===== src/pkg/lrtc_pkg.sv =====
package lrtc_pkg;
    // ring size and bit level idle values
    localparam int unsigned LRTC_STAGES = 10;
    localparam logic LRTC_LVL_RST = 1'b0;
    localparam logic LRTC_FSET_N_RST = 1'b1;
    localparam logic LRTC_Q_RST = 1'b0;

    // clock and transfer timing
    localparam int unsigned LRTC_CLK_PERIOD_NS = 100;
    localparam int unsigned LRTC_XFER_MIN_NS = 2000;
    // least time, rounded up to whole cycles
    localparam int unsigned LRTC_XFER_CYC =
        (LRTC_XFER_MIN_NS + LRTC_CLK_PERIOD_NS - 1) / LRTC_CLK_PERIOD_NS;
    localparam int unsigned LRTC_XFER_W = $clog2(LRTC_XFER_CYC + 1);
    // the handoff cycle itself counts as the first of the hold
    localparam logic [LRTC_XFER_W-1:0] LRTC_XFER_LOAD =
        LRTC_XFER_W'(LRTC_XFER_CYC - 1);
    localparam logic [LRTC_XFER_W-1:0] LRTC_XFER_RST = '0;
endpackage


===== src/pkg/lrtc_latch_if.sv =====
`timescale 1ns/10ps
interface lrtc_latch_if;
    logic on_p;
    logic off_ctl;
    logic force_clr_p;
    logic force_set_n;
    logic alt_set;
    logic alt_clr;
    logic rst;
    logic q;

    modport drv (
        output on_p, off_ctl, force_clr_p, force_set_n,
        output alt_set, alt_clr, rst,
        input q
    );
    modport elem (
        input on_p, off_ctl, force_clr_p, force_set_n,
        input alt_set, alt_clr, rst,
        output q
    );
endinterface // lrtc_latch_if


===== src/core/lrtc_latch.sv =====
`timescale 1ns/10ps
module lrtc_latch (
    // clock and reset
    input wire logic ref_clk,
    input wire logic srst,
    // element controls and output
    lrtc_latch_if.elem lif
);
    import lrtc_pkg::*;

    logic q_r;
    logic q_nxt;
    logic clr_c;
    logic set_c;

    always_comb begin
        clr_c = lif.force_clr_p | lif.alt_clr | lif.rst;
        set_c = lif.on_p | lif.alt_set | (~lif.force_set_n & ~q_r);
        // feedback only survives while the off control stays high
        q_nxt = q_r & lif.off_ctl;
        if (set_c) begin
            q_nxt = 1'b1;
        end
        // clamps and reset override every set path
        if (clr_c) begin
            q_nxt = 1'b0;
        end
    end

    always_ff @(posedge ref_clk) begin
        if (srst) begin
            q_r <= LRTC_Q_RST;
        end else begin
            q_r <= q_nxt;
        end
    end

    assign lif.q = q_r;

    ////////////////////////////////////////////////////////////////////
    property p_on_hold;
        @(posedge ref_clk) disable iff (srst)
        (lif.on_p && !clr_c) ##1 (lif.off_ctl && !clr_c) |=> q_r;
    endproperty
    a_on_hold: assert property (p_on_hold)
        else $error("latch lost state after on pulse");
    property p_off_drop;
        @(posedge ref_clk) disable iff (srst)
        (q_r && !lif.off_ctl && !set_c) |=> !q_r;
    endproperty
    a_off_drop: assert property (p_off_drop)
        else $error("latch held without off control");
    property p_force_clr;
        @(posedge ref_clk) disable iff (srst)
        lif.force_clr_p |=> !q_r;
    endproperty
    a_force_clr: assert property (p_force_clr)
        else $error("force clear ignored");
    property p_force_set;
        @(posedge ref_clk) disable iff (srst)
        (!lif.force_set_n && !q_r && !clr_c) |=> q_r;
    endproperty
    a_force_set: assert property (p_force_set)
        else $error("negative force did not set");
    property p_alt_set;
        @(posedge ref_clk) disable iff (srst)
        (lif.alt_set && !clr_c) |=> q_r;
    endproperty
    a_alt_set: assert property (p_alt_set)
        else $error("alternate set ignored");
    property p_alt_clr;
        @(posedge ref_clk) disable iff (srst)
        lif.alt_clr |=> !q_r;
    endproperty
    a_alt_clr: assert property (p_alt_clr)
        else $error("alternate clear ignored");
    property p_rst;
        @(posedge ref_clk) disable iff (srst)
        lif.rst [*2] |-> !q_r;
    endproperty
    a_rst: assert property (p_rst)
        else $error("latch set while reset high");
endmodule // lrtc_latch


===== src/core/lrtc_dlatch.sv =====
`timescale 1ns/10ps
module lrtc_dlatch (
    // clock and reset
    input wire logic ref_clk,
    input wire logic srst,
    // controls
    input wire logic on_p,
    input wire logic off_p,
    input wire logic rst,
    // state
    output logic q
);
    import lrtc_pkg::*;

    logic q_r;
    logic q_nxt;

    always_comb begin
        q_nxt = q_r;
        if (on_p) begin
            q_nxt = 1'b1;
        end
        // explicit off wins; dropping on does nothing
        if (off_p | rst) begin
            q_nxt = 1'b0;
        end
    end

    always_ff @(posedge ref_clk) begin
        if (srst) begin
            q_r <= LRTC_Q_RST;
        end else begin
            q_r <= q_nxt;
        end
    end

    assign q = q_r;

    ////////////////////////////////////////////////////////////////////
    property p_dl_hold;
        @(posedge ref_clk) disable iff (srst)
        (on_p && !off_p && !rst) ##1 (!off_p && !rst) [*3] |=> q_r;
    endproperty
    a_dl_hold: assert property (p_dl_hold)
        else $error("double latch cleared without off");
    property p_dl_off;
        @(posedge ref_clk) disable iff (srst)
        (q_r && off_p) |=> !q_r;
    endproperty
    a_dl_off: assert property (p_dl_off)
        else $error("double latch ignored off");
endmodule // lrtc_dlatch


===== src/core/lrtc_top.sv =====
`timescale 1ns/10ps
module lrtc_top #(
    parameter int unsigned N = lrtc_pkg::LRTC_STAGES
) (
    // clock and reset
    input wire logic ref_clk,
    input wire logic srst,
    // timing track level, low pulses step the ring
    input wire logic timing_in,
    // run control
    input wire logic start_in,
    input wire logic stop_in,
    input wire logic ring_rst_in,
    input wire logic ring_clamp_in,
    // per stage direct force pins
    input wire logic [N-1:0] force_clr_in,
    input wire logic [N-1:0] force_set_n_in,
    // gates and run state
    output logic [N-1:0] gate_o,
    output logic run_o
);
    import lrtc_pkg::*;

    localparam int unsigned IW = (N > 1) ? $clog2(N) : 1;
    localparam int unsigned SW = 2 * N + 5;
    localparam logic [SW-1:0] SYNC_RST = {
        {N{LRTC_FSET_N_RST}}, {(N + 5){LRTC_LVL_RST}}};

    ////////////////////////////////////////////////////////////////////
    // two flop synchroniser for every pin
    logic [SW-1:0] pins_c;
    logic [SW-1:0] sync1_r;
    logic [SW-1:0] sync1_nxt;
    logic [SW-1:0] sync2_r;
    logic [SW-1:0] sync2_nxt;
    logic tim_d_r;
    logic tim_d_nxt;

    assign pins_c = {force_set_n_in, force_clr_in, stop_in, start_in,
        ring_clamp_in, ring_rst_in, timing_in};

    always_comb begin
        sync1_nxt = pins_c;
        sync2_nxt = sync1_r;
        tim_d_nxt = sync2_r[0];
    end

    always_ff @(posedge ref_clk) begin
        if (srst) begin
            sync1_r <= SYNC_RST;
            sync2_r <= SYNC_RST;
            tim_d_r <= LRTC_LVL_RST;
        end else begin
            sync1_r <= sync1_nxt;
            sync2_r <= sync2_nxt;
            tim_d_r <= tim_d_nxt;
        end
    end

    logic timing_s;
    logic ring_rst_s;
    logic clamp_s;
    logic start_s;
    logic stop_s;
    logic [N-1:0] fclr_s;
    logic [N-1:0] fset_n_s;
    logic fall_edge;

    assign timing_s = sync2_r[0];
    assign ring_rst_s = sync2_r[1];
    assign clamp_s = sync2_r[2];
    assign start_s = sync2_r[3];
    assign stop_s = sync2_r[4];
    assign fclr_s = sync2_r[N+4:5];
    assign fset_n_s = sync2_r[2*N+4:N+5];
    assign fall_edge = tim_d_r & ~timing_s;

    ////////////////////////////////////////////////////////////////////
    // run control: double latch needs an explicit stop or ring reset to clear
    logic run_q;
    logic run_prev_r;
    logic run_prev_nxt;
    logic run_start;
    logic ring_rst_c;

    lrtc_dlatch u_run (
        .ref_clk (ref_clk),
        .srst (srst),
        .on_p (start_s),
        .off_p (stop_s),
        .rst (ring_rst_s),
        .q (run_q)
    );

    always_comb begin
        run_prev_nxt = run_q;
    end

    always_ff @(posedge ref_clk) begin
        if (srst) begin
            run_prev_r <= LRTC_Q_RST;
        end else begin
            run_prev_r <= run_prev_nxt;
        end
    end

    assign run_start = run_q & ~run_prev_r;
    // a stopped ring is held in reset so it restarts from stage 0
    assign ring_rst_c = ring_rst_s | ~run_q;
    assign run_o = run_q;

    ////////////////////////////////////////////////////////////////////
    // stage handoff and transfer hold
    logic [N-1:0] gate;
    logic [N-1:0] rot_c;
    logic handoff;
    logic [IW-1:0] src_idx;
    logic [IW-1:0] dst_c;
    logic [LRTC_XFER_W-1:0] xfer_cnt_r;
    logic [LRTC_XFER_W-1:0] xfer_cnt_nxt;
    logic [IW-1:0] xfer_dst_r;
    logic [IW-1:0] xfer_dst_nxt;

    always_comb begin
        handoff = 1'b0;
        src_idx = '0;
        for (int i = 0; i < N; i++) begin
            if (fall_edge && gate[i]) begin
                handoff = 1'b1;
                src_idx = IW'(i);
            end
        end
        if (src_idx == IW'(N - 1)) begin
            dst_c = '0;
        end else begin
            dst_c = src_idx + 1'b1;
        end
        xfer_cnt_nxt = xfer_cnt_r;
        xfer_dst_nxt = xfer_dst_r;
        if (xfer_cnt_r != '0) begin
            xfer_cnt_nxt = xfer_cnt_r - 1'b1;
        end
        // hold sized to the fixed LRTC_XFER_MIN_NS transfer time
        if (handoff) begin
            xfer_cnt_nxt = LRTC_XFER_LOAD;
            xfer_dst_nxt = dst_c;
        end
        if (ring_rst_c || clamp_s) begin
            xfer_cnt_nxt = LRTC_XFER_RST;
        end
    end

    always_ff @(posedge ref_clk) begin
        if (srst) begin
            xfer_cnt_r <= LRTC_XFER_RST;
            xfer_dst_r <= '0;
        end else begin
            xfer_cnt_r <= xfer_cnt_nxt;
            xfer_dst_r <= xfer_dst_nxt;
        end
    end

    ////////////////////////////////////////////////////////////////////
    // ring of latch elements
    lrtc_latch_if lif [N] ();

    genvar g;
    generate
        for (g = 0; g < N; g++) begin : g_stage
            // handoff sets the next stage in the same edge the old clears;
            // a drop inside the hold still releases the held stage
            assign lif[g].on_p = (handoff && dst_c == IW'(g))
                || (!fall_edge && xfer_cnt_r != '0
                    && xfer_dst_r == IW'(g));
            assign lif[g].off_ctl = timing_s;
            assign lif[g].force_clr_p = fclr_s[g];
            assign lif[g].force_set_n = fset_n_s[g];
            assign lif[g].alt_set = (g == 0) ? run_start : 1'b0;
            assign lif[g].alt_clr = clamp_s;
            assign lif[g].rst = ring_rst_c;
            assign gate[g] = lif[g].q;

            lrtc_latch u_latch (
                .ref_clk (ref_clk),
                .srst (srst),
                .lif (lif[g])
            );
        end
    endgenerate

    assign gate_o = gate;
    assign rot_c = {gate[N-2:0], gate[N-1]};

    ////////////////////////////////////////////////////////////////////
    // checking helpers: forces may legally break the one-hot pattern
    logic quiet;
    logic forced_r;
    logic forced_nxt;

    assign quiet = !ring_rst_c && !clamp_s && !run_start
        && (fclr_s == '0) && (&fset_n_s);

    always_comb begin
        forced_nxt = forced_r;
        if ((fclr_s != '0) || !(&fset_n_s)) begin
            forced_nxt = 1'b1;
        end
        if (ring_rst_c || clamp_s) begin
            forced_nxt = 1'b0;
        end
    end

    always_ff @(posedge ref_clk) begin
        if (srst) begin
            forced_r <= 1'b0;
        end else begin
            forced_r <= forced_nxt;
        end
    end

    ////////////////////////////////////////////////////////////////////
    property p_one_active;
        @(posedge ref_clk) disable iff (srst)
        (!forced_r && !$past(forced_r)) |-> $onehot0(gate);
    endproperty
    a_one_active: assert property (p_one_active)
        else $error("more than one ring stage active");
    property p_clear_on_drop;
        @(posedge ref_clk) disable iff (srst)
        (quiet && !forced_r && fall_edge && gate != '0)
            |=> ((gate & $past(gate)) == '0);
    endproperty
    a_clear_on_drop: assert property (p_clear_on_drop)
        else $error("stage kept without coincidence");
    property p_handoff;
        @(posedge ref_clk) disable iff (srst)
        (quiet && handoff && !forced_r) |=> (gate == $past(rot_c));
    endproperty
    a_handoff: assert property (p_handoff)
        else $error("handoff did not reach next stage");
    property p_hold_release;
        @(posedge ref_clk) disable iff (srst)
        (quiet && handoff && !forced_r && xfer_cnt_r != '0)
            |=> $onehot(gate);
    endproperty
    a_hold_release: assert property (p_hold_release)
        else $error("held stage kept through a new drop");
    property p_xfer_hold;
        @(posedge ref_clk) disable iff (srst)
        (quiet && handoff) ##1 (quiet && !timing_s) [*8] |-> gate != '0;
    endproperty
    a_xfer_hold: assert property (p_xfer_hold)
        else $error("transfer did not hold next stage");
    property p_gate_len;
        @(posedge ref_clk) disable iff (srst)
        // a drop held past the transfer window is the source's fault
        (quiet && $past(quiet) && gate != $past(gate)
            && $past(gate) != '0
            && ($past(timing_s) || $past(xfer_cnt_r) != '0))
            |-> $past(fall_edge);
    endproperty
    a_gate_len: assert property (p_gate_len)
        else $error("gate changed between timing pulses");
    property p_wrap;
        @(posedge ref_clk) disable iff (srst)
        (quiet && handoff && gate[N-1]) |=> gate[0];
    endproperty
    a_wrap: assert property (p_wrap)
        else $error("last stage did not wrap to first");
    property p_ring_rst;
        @(posedge ref_clk) disable iff (srst)
        ring_rst_c |=> gate == '0;
    endproperty
    a_ring_rst: assert property (p_ring_rst)
        else $error("ring not cleared by reset");
    property p_start;
        @(posedge ref_clk) disable iff (srst)
        (run_start && !clamp_s && !fclr_s[0] && !ring_rst_c) |=> gate[0];
    endproperty
    a_start: assert property (p_start)
        else $error("start did not load stage 0");

    c_start: cover property (@(posedge ref_clk) disable iff (srst)
        run_start ##1 gate[0]);
    c_step: cover property (@(posedge ref_clk) disable iff (srst)
        gate[0] && handoff ##1 gate[1]);
    c_wrap: cover property (@(posedge ref_clk) disable iff (srst)
        gate[N-1] && handoff ##1 gate[0]);
    c_fast_step: cover property (@(posedge ref_clk) disable iff (srst)
        handoff && xfer_cnt_r != '0 ##1 $onehot(gate));
    c_expire: cover property (@(posedge ref_clk) disable iff (srst)
        gate != '0 && !timing_s && !fall_edge && xfer_cnt_r == '0
        ##1 gate == '0);
endmodule // lrtc_top


===== config.mk =====
export PLATFORM = sky130hd
export DESIGN_NAME = lrtc_top
export DESIGN_NICKNAME = d
export VERILOG_FILES = /design/src/pkg/lrtc_pkg.sv /design/src/pkg/lrtc_latch_if.sv /design/src/core/lrtc_latch.sv /design/src/core/lrtc_dlatch.sv /design/src/core/lrtc_top.sv
export SDC_FILE = /design/constraint.sdc
export NUM_CORES = 1
export LEC_CHECK = 0
export ABC_AREA = 1
export ABC_CLOCK_PERIOD_IN_PS = 2200
export BUFFER_PORTS_ARGS = -buffer_cell sky130_fd_sc_hd__clkbuf_2
export CAP_MARGIN = 20
export CORE_MARGIN = 10
export CORE_UTILIZATION = 55
export CTS_BUF_LIST = sky130_fd_sc_hd__clkbuf_16
export DETAILED_ROUTE_END_ITERATION = 16
export PLACE_DENSITY = 0.82
export SETUP_SLACK_MARGIN = 0.05
export SYNTH_ARGS = -nofsm -noshare
export SYNTH_HDL_FRONTEND = slang
export SYNTH_HIERARCHICAL = 1
export SYNTH_SLANG_ARGS = --single-unit
export TNS_END_PERCENT = 50

===== constraint.sdc =====
create_clock -name ref_clk -period 2.2 [get_ports ref_clk]
set_input_delay 0.44 -clock ref_clk [delete_from_list [all_inputs] [get_ports ref_clk]]
set_output_delay 0.44 -clock ref_clk [all_outputs]
set_load 0.05 [all_outputs]

==> flow_summary.yaml <==
critical_path:
  path_class: "flip-flop to flip-flop"
  end_kind: "flip-flop"
  worstPathMaxFanout: 6
  timing.critical_path.to: "g_stage[6].u_latch/lif.q$_SDFF_PP0_"
  reg2reg_slack_ps: 380
  cp.required_ps: 2470
  reg2reg_depth: 13
  crit_path_start_kind: "flip-flop"
  startpoint: "xfer_cnt_r[0]$_SDFFE_PP0P_"
  rr_endpoint: "g_stage[6].u_latch/lif.q$_SDFF_PP0_"
  slowest_stage: "nor3_1"
  crit_arrival_ps: 2090
  max_stage_delay_ps: 340
  crit_chain: "inv_1 > ha_1 > nand2_1 > nor2_1 > nand2_1 > nand2_1 > nor3_1 > nand3_1 > o21ai_1 > nor2_1 > nand3_1 > nand2_1 > inv_1"
  r2r-start: "xfer_cnt_r[0]$_SDFFE_PP0P_"
  crit_path_frequent_cell: "nand2_1"
clocking:
  cts_tree: "done"
  cts_buffers: 9
  cts_resized: 0
  cts_setup_buffers: 0
  clockBufferDepth: 2
  clk_latency_ps: 330
  cts_root_buf: "clkbuf_16"
  clk_pin_slew_worst_paths_ps: 60
  cts.sinks: 72
  h-tree-depth: 3
  cts_hold_buf: 0
timing:
  hold_viol: 0
  layout_setup_ws_ps: 380
  period_share: 0.827
  fin_setup_tns_ps: 0
  fin_skew_ps: 3.14
  rsz0062_at_grt: "false"
  timing.fmax_ghz: 0.549
  drv_slew: 0
  fin_hold_ws_ps: 292
  setup_viol: 0
  period_needed_ps: 1820
synth:
  synth_cell_types: 30
  ys_seq_elements: 72
  ys_seq_area_frac: 0.463
  synth_edf_count: 0
  synth.avg_cell_area_sq_um: 6.93
  syn_inst: 449
  ys.flop_type: "dfxtp_1"
  synth_warnings: 6
  syn_area_sq_um: 3110
  ys_async_sr_fraction: 0
pwr:
  swShare: 0.229
  pwr-share-seq: 0.485
  leakage_nw: 2.01
  power_mw: 2.82
  combPwrFrac: 0.054
  net-switching-power_mw: 0.644
  power_density_nw_per_um2: 780
  ir_worst_vdd_mv: 0.592
  power.internal_mw: 2.18
  power_frac_clock: 0.460
final_layout:
  layout.nets: 520
  nFillCells: 478
  layout.cells.most_common: "inv_1"
  final_cell_mix: "inv_1, nand2_1, dfxtp_1, nor2_1, clkbuf_2"
  antenna_cells: 0
  finalInstanceArea_sq_um: 3610
  drive_gt1_frac: 0.185
  syn2layout_area_growth_pct: 16.1
placement:
  numPortBuffers: 37
  gp_congestion: 0.867
  dp_hpwl_um: 4230
  post-place-ws_ps: 413
  place_area_sq_um: 3340
global_routing:
  gr-usage-all-layers: 0.135
  antenna_found_initial: 0
  grt_pass1_wl_um: 9780
  grt_pass1_vias: 2382
  grt_max_degree: 37
  gr-total-overflow: 0
hold_path:
  worstHoldStart: "force_set_n_in[1]"
  hp-class: "primary input to flip-flop"
die:
  num_rows: 27
  core_area_sq_um: 5510
  top_level_ports: 38
  initial_core_util: 0.565
  die_area_sq_um: 9070
  die_w_um: 95.2
  die_y_um: 95.2
job:
  cap_violations: 0
drt:
  dr.pass1.iters: 4
  drtAntennaViolNets: 0
  drc_errors: 0
  wl_per_cell_um: 9.80
  viasPerCell: 4.30
  totalWireLength_um: 5580
  drt_iter0_markers: 138
  vias: 2445
status:
  status: "finished clean"
stage by stage:
stage,util,std cells
2_1_floorplan,-,457
3_3_place_gp,0.607,553
3_5_place_dp,0.607,553
4_1_cts,0.656,569
5_1_grt,0.656,569
6_report,0.656,569
cells by family after synthesis:
family,synth area share
XOR/XNOR,0.00844
other,0.00120
flip-flops,0.463
buffers and inverters,0.184
adder cells (fa/ha/maj),0.00402
AND/OR/NAND/NOR,0.299
AO/OA/AOI/OAI,0.0406
power by group through the flow:
stage,clock [mW],sequential [mW],combinational [mW]
2_1_floorplan,0,1.40,0.107
3_3_place_gp,0,1.40,0.149
3_5_place_dp,0,1.40,0.154
4_1_cts,1.32,1.37,0.156
5_1_grt,1.37,1.37,0.180
6_report,1.30,1.37,0.153
layout make-up:
cell class	count	area (sq um)	share of cell area
Tap cell	72	90.1	0.0249
Sequential cell	72	1440	0.399
Timing Repair Buffer	40	208	0.0575
Clock buffer	9	225	0.0623
Clock inverter	7	46.3	0.0128
Multi-Input combinational cell	244	1130	0.313
Inverter	125	474	0.131
layer usage:
layer	GRT usage	wire, um
met1	0.148	2500
met2	0.233	2760
met3	0.0314	236
met4	0.0835	80
met5	0	0
how the worst min path moves through the flow:
stage                                        end  cells past startpoint
after floorplan            sync2_r[0]$_SDFF_PP0_                      2
after global placement    sync2_r[13]$_SDFF_PP0_                      2
after detailed placement   sync2_r[9]$_SDFF_PP0_                      2
after CTS                 sync1_r[24]$_SDFF_PP1_                      2
after global routing      sync1_r[16]$_SDFF_PP1_                      2
final                     sync1_r[16]$_SDFF_PP1_                      2
worst max-delay path: cells and delay by family (launching register included):
family	cells	cell delay [ps]
simple gates	9	1030
flops	1	300
fa+ha+maj	1	220
buf+inv	2	100
compound gates	1	100
state kept, by name, summed over array words and instances (netlist names):
signal                 flops
g_stage.u_latch/lif.q     10
run_prev_r                 1
sync1_r                   25
sync2_r                   25
tim_d_r                    1
u_run/q                    1
xfer_cnt_r                 5
xfer_dst_r                 4
synthesized netlist by cell type (2+ instances only):
library cell	number	area (sq um)
a21oi_1	3	15.0
nand2_1	88	330
o21ai_0	4	20.0
nand3_1	21	105
inv_2	5	18.8
nand2_2	3	18.8
inv_1	119	447
or2_2	21	131
o21ai_1	6	30.0
dfxtp_1	72	1440
xor2_1	2	17.5
buf_4	10	75.1
clkbuf_1	6	22.5
nor2_1	70	263
nor3_1	4	20.0
No activity file was read; power rests on OpenSTA's default activity.
